[config.mk]
export PLATFORM = sky130hd
export DESIGN_NAME = monitor_port_select_port_mux
export DESIGN_NICKNAME = d
export VERILOG_FILES = /design/src/verilog/monitor_port_select_port_mux.v /design/src/verilog/monitor_port_select_rx_capture.v
export VERILOG_INCLUDE_DIRS = /design/src /design/src/verilog
export SDC_FILE = /design/constraint.sdc
export NUM_CORES = 1
export LEC_CHECK = 0
export ABC_AREA = 1
export BUFFER_PORTS_ARGS = -buffer_cell sky130_fd_sc_hd__buf_2
export CAP_MARGIN = 10
export CORE_AREA = 2 2 101 103
export DETAILED_ROUTE_END_ITERATION = 6
export DIE_AREA = 0 0 103 105
export PLACE_DENSITY_LB_ADDON = 0.15
export SKIP_LAST_GASP = 1
export SLEW_MARGIN = 30
export SYNTH_ARGS = -nofsm -noshare
export SYNTH_HDL_FRONTEND = slang
export SYNTH_SLANG_ARGS = --single-unit
[constraint.sdc]
create_clock -name mclk_i -period 3.6 [get_ports mclk_i]
set_input_delay 0.72 -clock mclk_i [delete_from_list [all_inputs] [get_ports mclk_i]]
set_output_delay 0.72 -clock mclk_i [all_outputs]
set_load 0.02 [all_outputs]
[src/verilog/monitor_port_select_defines.vh]
/*
 constants for the network monitor port mirror: host register map, field
 positions, reset value and port geometry. assumes inclusion by design files.
*/
`ifndef MONITOR_PORT_SELECT_DEFINES_VH
`define MONITOR_PORT_SELECT_DEFINES_VH

`define MONITOR_PORT_SELECT_ADDR_W 8
`define MONITOR_PORT_SELECT_DATA_W 8
`define MONITOR_PORT_SELECT_REG_ADDR 8'hA2
`define MONITOR_PORT_SELECT_REG_RESET 8'h0F
`define MONITOR_PORT_SELECT_CODE_MSB 3
`define MONITOR_PORT_SELECT_CODE_LSB 0
`define MONITOR_PORT_SELECT_DIR_BIT 4
`define MONITOR_PORT_SELECT_WIDE_BIT 5
`define MONITOR_PORT_SELECT_REG_MASK 8'h3F
`define MONITOR_PORT_SELECT_CODE_OFF 4'hF
`define MONITOR_PORT_SELECT_PORTS 15
`define MONITOR_PORT_SELECT_NIB_W 4
`define MONITOR_PORT_SELECT_LAST_SNI_PORT 4'h2

`endif

[src/verilog/monitor_port_select_port_mux.v]
/*
 network monitor port mirror: one host register picks a switch port whose raw
 phy-side pins are copied to seven monitor pins, serial or nibble layout.
 assumes a same-clock host access port and port pins straight from the phys.
*/
// Behaviour
// - select code is low nibble at 0xA2
// - codes 0..14 pick port, 15 disables
// - serial layout gives seven serial-interface signals
// - nibble bit 0 uses fixed serial order
// - wide transmit: data, enable, clock, speed
// - wide receive: data, valid, clock, speed
// - ports 3..14 wide: upper data undriven
// - direction bit picks receive or transmit
// - mirror raw phy pins before mac
// - receive signals reach the pins three mclk stages late
// - transmit signals pass through unregistered
// - register reached through host access port
`timescale 1ns/10ps
`include "monitor_port_select_defines.vh"
module monitor_port_select_port_mux (
  input wire mclk_i,
  input wire rst_n_i,
  input wire host_cs_i,
  input wire host_wr_i,
  input wire [7:0] host_addr_i,
  input wire [7:0] host_wdata_i,
  output reg [7:0] host_rdata_o,
  input wire [59:0] port_receive_data_i,
  input wire [14:0] port_receive_clock_i,
  input wire [14:0] port_receive_valid_i,
  input wire [14:0] port_carrier_sense_i,
  input wire [14:0] port_collision_i,
  input wire [59:0] port_transmit_data_i,
  input wire [14:0] port_transmit_clock_i,
  input wire [14:0] port_transmit_enable_i,
  input wire [14:0] port_speed_indicator_i,
  output reg monitor_out_0_o,
  output reg monitor_out_1_o,
  output reg monitor_out_2_o,
  output reg monitor_out_3_o,
  output reg monitor_out_4_o,
  output reg monitor_out_5_o,
  output reg monitor_out_6_o,
  output reg monitor_upper_oe_o
);
  reg [7:0] network_monitor;
  wire [3:0] code;
  wire monitor_direction_select;
  wire monitor_nibble_width;
  wire enabled;
  wire narrow_port;
  reg [3:0] sel_rxd;
  reg sel_rclk;
  reg sel_rxdv;
  reg sel_crs;
  reg sel_col;
  reg sel_speed;
  reg [3:0] sel_txd;
  reg sel_tclk;
  reg sel_txen;
  wire [3:0] cap_rxd;
  wire cap_rxdv;
  wire cap_crs;
  wire cap_col;
  wire cap_speed;
  wire cap_rclk;
  integer i;

  function [3:0] nib;
    input [59:0] bus;
    input [3:0] idx;
    integer k;
    begin
      nib = 4'h0;
      for (k = 0; k < `MONITOR_PORT_SELECT_PORTS; k = k + 1) begin
        if (idx == k[3:0]) begin
          nib = bus[k*`MONITOR_PORT_SELECT_NIB_W +: `MONITOR_PORT_SELECT_NIB_W];
        end
      end
    end
  endfunction

  assign code = network_monitor[`MONITOR_PORT_SELECT_CODE_MSB:`MONITOR_PORT_SELECT_CODE_LSB];
  assign monitor_direction_select = network_monitor[`MONITOR_PORT_SELECT_DIR_BIT];
  assign monitor_nibble_width = network_monitor[`MONITOR_PORT_SELECT_WIDE_BIT];
  assign enabled = (code != `MONITOR_PORT_SELECT_CODE_OFF);
  assign narrow_port = (code > `MONITOR_PORT_SELECT_LAST_SNI_PORT);

  // host access port: write taken on the mclk edge, read data a cycle later
  always @(posedge mclk_i or negedge rst_n_i) begin
    if (!rst_n_i) begin
      network_monitor <= `MONITOR_PORT_SELECT_REG_RESET;
      host_rdata_o <= 8'h00;
    end else begin
      host_rdata_o <= 8'h00;
      if (host_cs_i && host_addr_i == `MONITOR_PORT_SELECT_REG_ADDR) begin
        if (host_wr_i) begin
          network_monitor <= host_wdata_i & `MONITOR_PORT_SELECT_REG_MASK;
        end else begin
          host_rdata_o <= network_monitor;
        end
      end
    end
  end

  // raw phy-side pins of the chosen port, nothing from the mac
  always @* begin
    sel_rclk = 1'b0;
    sel_rxdv = 1'b0;
    sel_crs = 1'b0;
    sel_col = 1'b0;
    sel_speed = 1'b0;
    sel_tclk = 1'b0;
    sel_txen = 1'b0;
    for (i = 0; i < `MONITOR_PORT_SELECT_PORTS; i = i + 1) begin
      if (code == i[3:0]) begin
        sel_rclk = port_receive_clock_i[i];
        sel_rxdv = port_receive_valid_i[i];
        sel_crs = port_carrier_sense_i[i];
        sel_col = port_collision_i[i];
        sel_speed = port_speed_indicator_i[i];
        sel_tclk = port_transmit_clock_i[i];
        sel_txen = port_transmit_enable_i[i];
      end
    end
    sel_rxd = nib(port_receive_data_i, code);
    sel_txd = nib(port_transmit_data_i, code);
  end

  monitor_port_select_rx_capture u_rx (
    .mclk_i(mclk_i),
    .rst_n_i(rst_n_i),
    .rclk_i(sel_rclk),
    .rxd_i(sel_rxd),
    .rxdv_i(sel_rxdv),
    .crs_i(sel_crs),
    .col_i(sel_col),
    .speed_i(sel_speed),
    .rxd_o(cap_rxd),
    .rxdv_o(cap_rxdv),
    .crs_o(cap_crs),
    .col_o(cap_col),
    .speed_o(cap_speed),
    .rclk_o(cap_rclk)
  );

  // transmit side stays combinational so it tracks the port's own pins;
  // registering it in mclk would add jitter the probe cannot remove
  always @* begin
    monitor_out_0_o = 1'b0;
    monitor_out_1_o = 1'b0;
    monitor_out_2_o = 1'b0;
    monitor_out_3_o = 1'b0;
    monitor_out_4_o = 1'b0;
    monitor_out_5_o = 1'b0;
    monitor_out_6_o = 1'b0;
    monitor_upper_oe_o = 1'b1;
    if (enabled) begin
      if (!monitor_nibble_width) begin
        monitor_out_0_o = cap_rxd[0];
        monitor_out_1_o = cap_crs;
        monitor_out_2_o = cap_rclk;
        monitor_out_3_o = sel_txd[0];
        monitor_out_4_o = sel_txen;
        monitor_out_5_o = sel_tclk;
        monitor_out_6_o = cap_col;
      end else if (monitor_direction_select) begin
        monitor_out_0_o = sel_txd[0];
        monitor_out_1_o = sel_txd[1];
        monitor_out_2_o = sel_txd[2];
        monitor_out_3_o = sel_txd[3];
        monitor_out_4_o = sel_txen;
        monitor_out_5_o = sel_tclk;
        monitor_out_6_o = sel_speed;
        monitor_upper_oe_o = ~narrow_port;
      end else begin
        monitor_out_0_o = cap_rxd[0];
        monitor_out_1_o = cap_rxd[1];
        monitor_out_2_o = cap_rxd[2];
        monitor_out_3_o = cap_rxd[3];
        monitor_out_4_o = cap_rxdv;
        monitor_out_5_o = cap_rclk;
        monitor_out_6_o = cap_speed;
        monitor_upper_oe_o = ~narrow_port;
      end
      if (monitor_nibble_width && narrow_port) begin
        monitor_out_1_o = 1'b0;
        monitor_out_2_o = 1'b0;
        monitor_out_3_o = 1'b0;
      end
    end
  end
endmodule

[src/verilog/monitor_port_select_rx_capture.v]
/*
 receive-side capture for the monitor mirror: brings the selected port's
 receive pins into the mclk domain and latches them on each rising edge of
 that port's receive clock. assumes the receive clock is well below mclk/2.
*/
`timescale 1ns/10ps
module monitor_port_select_rx_capture (
  input wire mclk_i,
  input wire rst_n_i,
  input wire rclk_i,
  input wire [3:0] rxd_i,
  input wire rxdv_i,
  input wire crs_i,
  input wire col_i,
  input wire speed_i,
  output reg [3:0] rxd_o,
  output reg rxdv_o,
  output reg crs_o,
  output reg col_o,
  output reg speed_o,
  output reg rclk_o
);
  reg [8:0] meta;
  reg [8:0] sync;
  reg rclk_d;
  wire rise;

  // first stage feeds only the second stage
  assign rise = sync[8] & ~rclk_d;

  always @(posedge mclk_i or negedge rst_n_i) begin
    if (!rst_n_i) begin
      meta <= 9'h000;
      sync <= 9'h000;
      rclk_d <= 1'b0;
      rxd_o <= 4'h0;
      rxdv_o <= 1'b0;
      crs_o <= 1'b0;
      col_o <= 1'b0;
      speed_o <= 1'b0;
      rclk_o <= 1'b0;
    end else begin
      meta <= {rclk_i, speed_i, col_i, crs_i, rxdv_i, rxd_i};
      sync <= meta;
      rclk_d <= sync[8];
      rclk_o <= sync[8];
      // held until the next receive clock edge: three mclk stages of delay, no receive clock
      if (rise) begin
        rxd_o <= sync[3:0];
        rxdv_o <= sync[4];
        crs_o <= sync[5];
        col_o <= sync[6];
        speed_o <= sync[7];
      end
    end
  end
endmodule

# After elaboration in Yosys (flattened, before gate mapping)
# Index checks and enable logic that the tools add are counted.
# totals
register_bits,41
latchBits,0
ram_bits,0
rom_bits,0
input_bits,245
out_inout_bits,16
wordCells,197
n_memories,0
# op_classes
addsub,0
mul,0
n_div,0
n_lt_le_gt_ge,1
eq_ne,16
shift,0
muxes,163
n_bitwise,3
n_reduce_logical,4
# ops
op,n
1-bit 2-to-1 mux,131
4-bit 2-to-1 mux,30
"4-bit equality test, second input constant",7
"4-bit by 3-bit equality test with 1-bit output, second input constant",4
"4-bit by 2-bit equality test with 1-bit output, second input constant",2
"8-bit equality test, second input constant",1
8-bit 2-to-1 mux,1
6-bit 2-to-1 mux,1
"4-bit by 1-bit equality test with 1-bit output, second input constant",1
"4-bit by 2-bit > comparator with 1-bit output, second input constant",1
4-bit zero test,1
"4-bit != test, second input constant",1
1-bit logical AND,2
1-bit NOT,2
2-bit AND reduction,1
1-bit AND,1

# Logic depth before layout (Yosys ltp)
# logic_depth
ltp_word,20
ltp_mapped,15
mapped_depth_nobuf,15

# Hierarchy
# From an unflattened synthesis, not the netlist that was laid out.
# hier_totals
hier_cells,554
area_unflattened_um2,3211.8
# modules_own_cells
mod,n_inst,cells_per_inst,area_per_inst_um2,seq_area_each_um2
monitor_port_select_port_mux,1,500,2409.8,305.3
monitor_port_select_rx_capture,1,54,802.0,675.6

# Least setup slack after synthesis
# OpenSTA, ideal clock, no wires.
# synth_path
kind,reg-to-output
start,reg network_monitor[3]
end,out monitor_out_5_o
arrival_time_ns,1.828
required_ns,2.880
setup_slack_ns,1.052
path_stages_with_launch,12
path_buffers,1
cell_sequence,dfstp_2 inv_1 nor2_1 inv_1 nor2_1 clkbuf_1 nand2_1 nand4_1 nor2_1 nand4_1 nor2_1 nor2_1
# synth_via
elab_chain_cells,19
elab_cells_between_ends,34
classes_between,eq/ne: 15; mux: 18; reduce/logical: 1
# synth_lines
item,line,rtl
"start, declared",monitor_port_select_port_mux.v:47,reg [7:0] network_monitor;
"start signal, assigned",monitor_port_select_port_mux.v:93,network_monitor <= `MONITOR_PORT_SELECT_REG_RESET;
"start signal, assigned",monitor_port_select_port_mux.v:99,network_monitor <= host_wdata_i & `MONITOR_PORT_SELECT_REG_MASK;
4-bit zero test,monitor_port_select_port_mux.v:117,if (code == i[3:0]) begin
1-bit 2-to-1 mux (15 in a row),monitor_port_select_port_mux.v:117,
1-bit 2-to-1 mux,monitor_port_select_port_mux.v:168,end else if (monitor_direction_select) begin
1-bit 2-to-1 mux,monitor_port_select_port_mux.v:160,if (!monitor_nibble_width) begin
1-bit 2-to-1 mux (*),monitor_port_select_port_mux.v:159,if (enabled) begin
"end, declared",monitor_port_select_port_mux.v:43,"output reg monitor_out_5_o,"
# Every way passes the cells marked *; elsewhere a longest branch is shown, timed or not.

# Final worst setup path
# layout_path
start,reg network_monitor[3]
end,out monitor_out_1_o
# layout_via
elab_chain_cells,20
elab_cells_between_ends,37
classes_between,order compare: 1; eq/ne: 15; mux: 19; reduce/logical: 2
# layout_lines
item,line,rtl
4-bit zero test,monitor_port_select_port_mux.v:77,if (idx == k[3:0]) begin
4-bit 2-to-1 mux (15 in a row),monitor_port_select_port_mux.v:77,
1-bit 2-to-1 mux,monitor_port_select_port_mux.v:168,
1-bit 2-to-1 mux,monitor_port_select_port_mux.v:160,
1-bit 2-to-1 mux,monitor_port_select_port_mux.v:187,if (monitor_nibble_width && narrow_port) begin
1-bit 2-to-1 mux (*),monitor_port_select_port_mux.v:159,
"end, declared",monitor_port_select_port_mux.v:39,"output reg monitor_out_1_o,"
# Marked as above.

==> results by group <==
Timing
  – Final Skew: about 10 ps
  – Final setup viols: 0
  – Slew HR: 44.4%
  – Final hold vios: 0
  – Period utilization: roughly 95%
  – RSZ-0062 raised after global routing: yes
  – FMAX: 0.293 GHz
  – Least-Margin Pin Slew: 834 ps
  – Post-route setup slack: 182 ps
  – Final Critical Period: between 3000 and 4000 ps
  – Slew Viols, Final: 0

Floorplanning
  – Initial core utilization: 33.2%
  – Die area: 0.0108 mm2
  – Die span in x: 103 um
  – I/O Pins: around 260
  – Core area: 0.00964 mm2
  – Row cnt: 36
  – Die Ht: 105 um

Job
  – Max Cap Viol: 0

Setup path
  – CP Max Fanout: 11
  – Reg2reg setup slack: 1210 ps
  – Kind of critical path: register to output pin
  – RR Startpoint: network_monitor[3]$_DFFE_PN1P_
  – R2R depth: 11
  – CP Launch Type: register
  – WP data arrival: 2700 ps
  – CP endpoint: monitor_out_1_o
  – Reg-to-Reg End: u_rx.meta[6]$_DFF_PN0_
  – WP data required: 2880 ps
  – Worst setup EP type: output pin
  – CP Launch Point: network_monitor[3]$_DFFE_PN1P_

Final layout
  – Layout area overhead: 47.7%
  – Layout cell share with drive strength beyond 1: 39.2%
  – Layout Nets: 1,024
  – Antenna diodes: 0

Route
  – Drt pass-1 iters: 4
  – Routed vias/inst: 4.86
  – Total number of vias: 4,436
  – Final wirelength: 14,100 um
  – WL per Instance: 15.4 um
  – DRT antenna net count: 0
  – 1st-iter DRT viols: 174
  – # DRC: 0

Synth
  – Synth area leaders: dfrtp_1, nand2_1, nand4_1
  – Synth Warn #: 0
  – Flip-flop and latch count after synthesis: 39
  – Top_reg_cell synth: dfrtp_1
  – Post-synthesis sequential area ratio: a little under a third
  – Top-area cell type share of the netlist area: 27.4%
  – Mean post-synth cell area: ~6.1 um2
  – EDFF count, synth: 0
  – Cell taking the most area after synthesis: dfrtp_1
  – Post-synth top cells: nand2_1, nor2_1, inv_1, nand4_1, dfrtp_1
  – Async S/R FF share, synth: between 90% and 100%
  – Cells after Synth: around 530
  – Most frequent cell after synthesis: nand2_1
  – Mapped Area: between 0.003 and 0.004 mm2
  – Post-synth cell types: 30

Outcome
  – Outcome: finished clean

Hold path
  – Hold WC Path Type: register to register

CTS
  – CTS H-Tree Depth: 2
  – # hold bufs at CTS: 0
  – Total CTS buffers: 5
  – CTS tree: done
  – Root buf cell: clkbuf_8
  – Clk slew on worst S/H paths: 80 ps
  – Clock sinks: 39
  – Clk Latency, worst-skew pair: just under 300 ps
  – CTS Buffer Depth: 2

Global route
  – Initial antenna violation count: 0
  – Grt total ovfl: 0
  – Vias in the first global route: approximately 4,600
  – Largest net degree at the start of global routing: 40
  – GRT Util Overall: about a quarter
  – First-pass GRT wire length: between 20,000 and 25,000 um

Power and ir drop
  – Cell Pwr Density: 253 mW/mm2
  – VDD IR max: 156 uV
  – Leakage power: 2.56 nW
  – Tot Pwr: 0.00120 W

Placement
  – I/O Buffers: 256
  – GPL Wtd Cong: 0.940
  – DP HPWL: 12,000 um
  – Dpl ws: 310 ps
kinds of logic after synthesis:
group           share of synthesized area (%)
simple gates                             46.0
buf+inv                                  10.0
compound gates                           6.99
flops                                    30.6
mux                                      6.17
other cells                             0.117
where the power goes:
part           internal [W]  leakage (nW)  total, W  switching, W
Combinational      0.000182          2.04  0.000365      0.000183
Sequential         0.000492         0.470  0.000518     0.0000262
Clock              0.000156        0.0474  0.000314      0.000158
flip-flops by register name, indices dropped and copies added, names as in the netlist:
name,flops
u_rx.rxdv_o,1
u_rx.sync,9
network_monitor,6
u_rx.crs_o,1
u_rx.col_o,1
host_rdata_o,6
u_rx.meta,9
u_rx.speed_o,1
u_rx.rclk_o,1
u_rx.rxd_o,4
area by class of cell:
cell class	instances	area, um2
Fill cell	1056	4910
Timing Repair Buffer	264	1340
Multi-Input combinational cell	407	1910
Clock inverter	2	16.3
Tap cell	133	166
Sequential cell	39	981
Inverter	62	233
Clock buffer	6	82.6
worst max-delay path, stage by stage (launching register included):
cell and delay [ps]:
dfstp_2 390, nor2_1 610, nand2_1 210, inv_1 350, nand2_1 90, nand3_1 100
nor2_1 50, nand4_1 70, nor2_1 50, nand4_1 110, nor2_1 60, nand3_1 60
o21ai_1 60, inv_1 60, buf_2 150
per-layer routing:
layer  up-vias  track usage (%)  share of wire, %
li1       2182                -                 -
met1      2012             31.8                41
met2       218             45.4                49
met3        24             6.29               8.4
met4         0             6.67               2.3
met5         -                0                 0
worst min-delay path by stage:
stage                        endpoint  depth (start not counted)                    from
6_report       u_rx.sync[4]$_DFF_PN0_                          0  u_rx.meta[4]$_DFF_PN0_
5_1_grt        u_rx.sync[6]$_DFF_PN0_                          0  u_rx.meta[6]$_DFF_PN0_
2_1_floorplan  u_rx.sync[0]$_DFF_PN0_                          0  u_rx.meta[0]$_DFF_PN0_
3_5_place_dp   u_rx.sync[4]$_DFF_PN0_                          0  u_rx.meta[4]$_DFF_PN0_
4_1_cts        u_rx.sync[4]$_DFF_PN0_                          0  u_rx.meta[4]$_DFF_PN0_
3_3_place_gp   u_rx.sync[2]$_DFF_PN0_                          0  u_rx.meta[2]$_DFF_PN0_
through the flow:
step           cell area (um2)  setup TNS [ps]  util (%)  hold WS, ps  cells
2_1_floorplan             3210               0         -          331    526
3_3_place_gp              4620               0      48.0          333    905
3_5_place_dp              4620               0      48.0          336    905
4_1_cts                   4730               0      49.0          354    913
5_1_grt                   4730           -16.5      49.1          359    913
6_report                  4730               0      49.1          352    913
timing repair:
action / in CTS / in global routing
endpoints found under the setup margin: 1 / 2
buffers inserted: 0 / 0
cloned: 0 / 0
resized for setup: 1 / 1
cells in the final DEF, fill, tap and decap left out, drive strengths merged:
cell type  synthesis  final
inv               62     62
o21ai             14     14
mux2i              4      4
o22ai              2      2
nor2              68     68
clkinvlp           0      1
buf               13    264
nand3             25     25
conb               1      2
clkinv             0      1
nor3               2      2
a22o               1      1
nor3b              1      1
dfrtp             35     35
dfstp              4      4
nand2            202    202
clkbuf             5      6
nand3b             1      1
mux2              14     14
nand4             39     39
or2                6      6
nor4b              1      1
a221oi             2      2
a21oi             23     23
No activity file was read; power rests on OpenSTA's default activity.
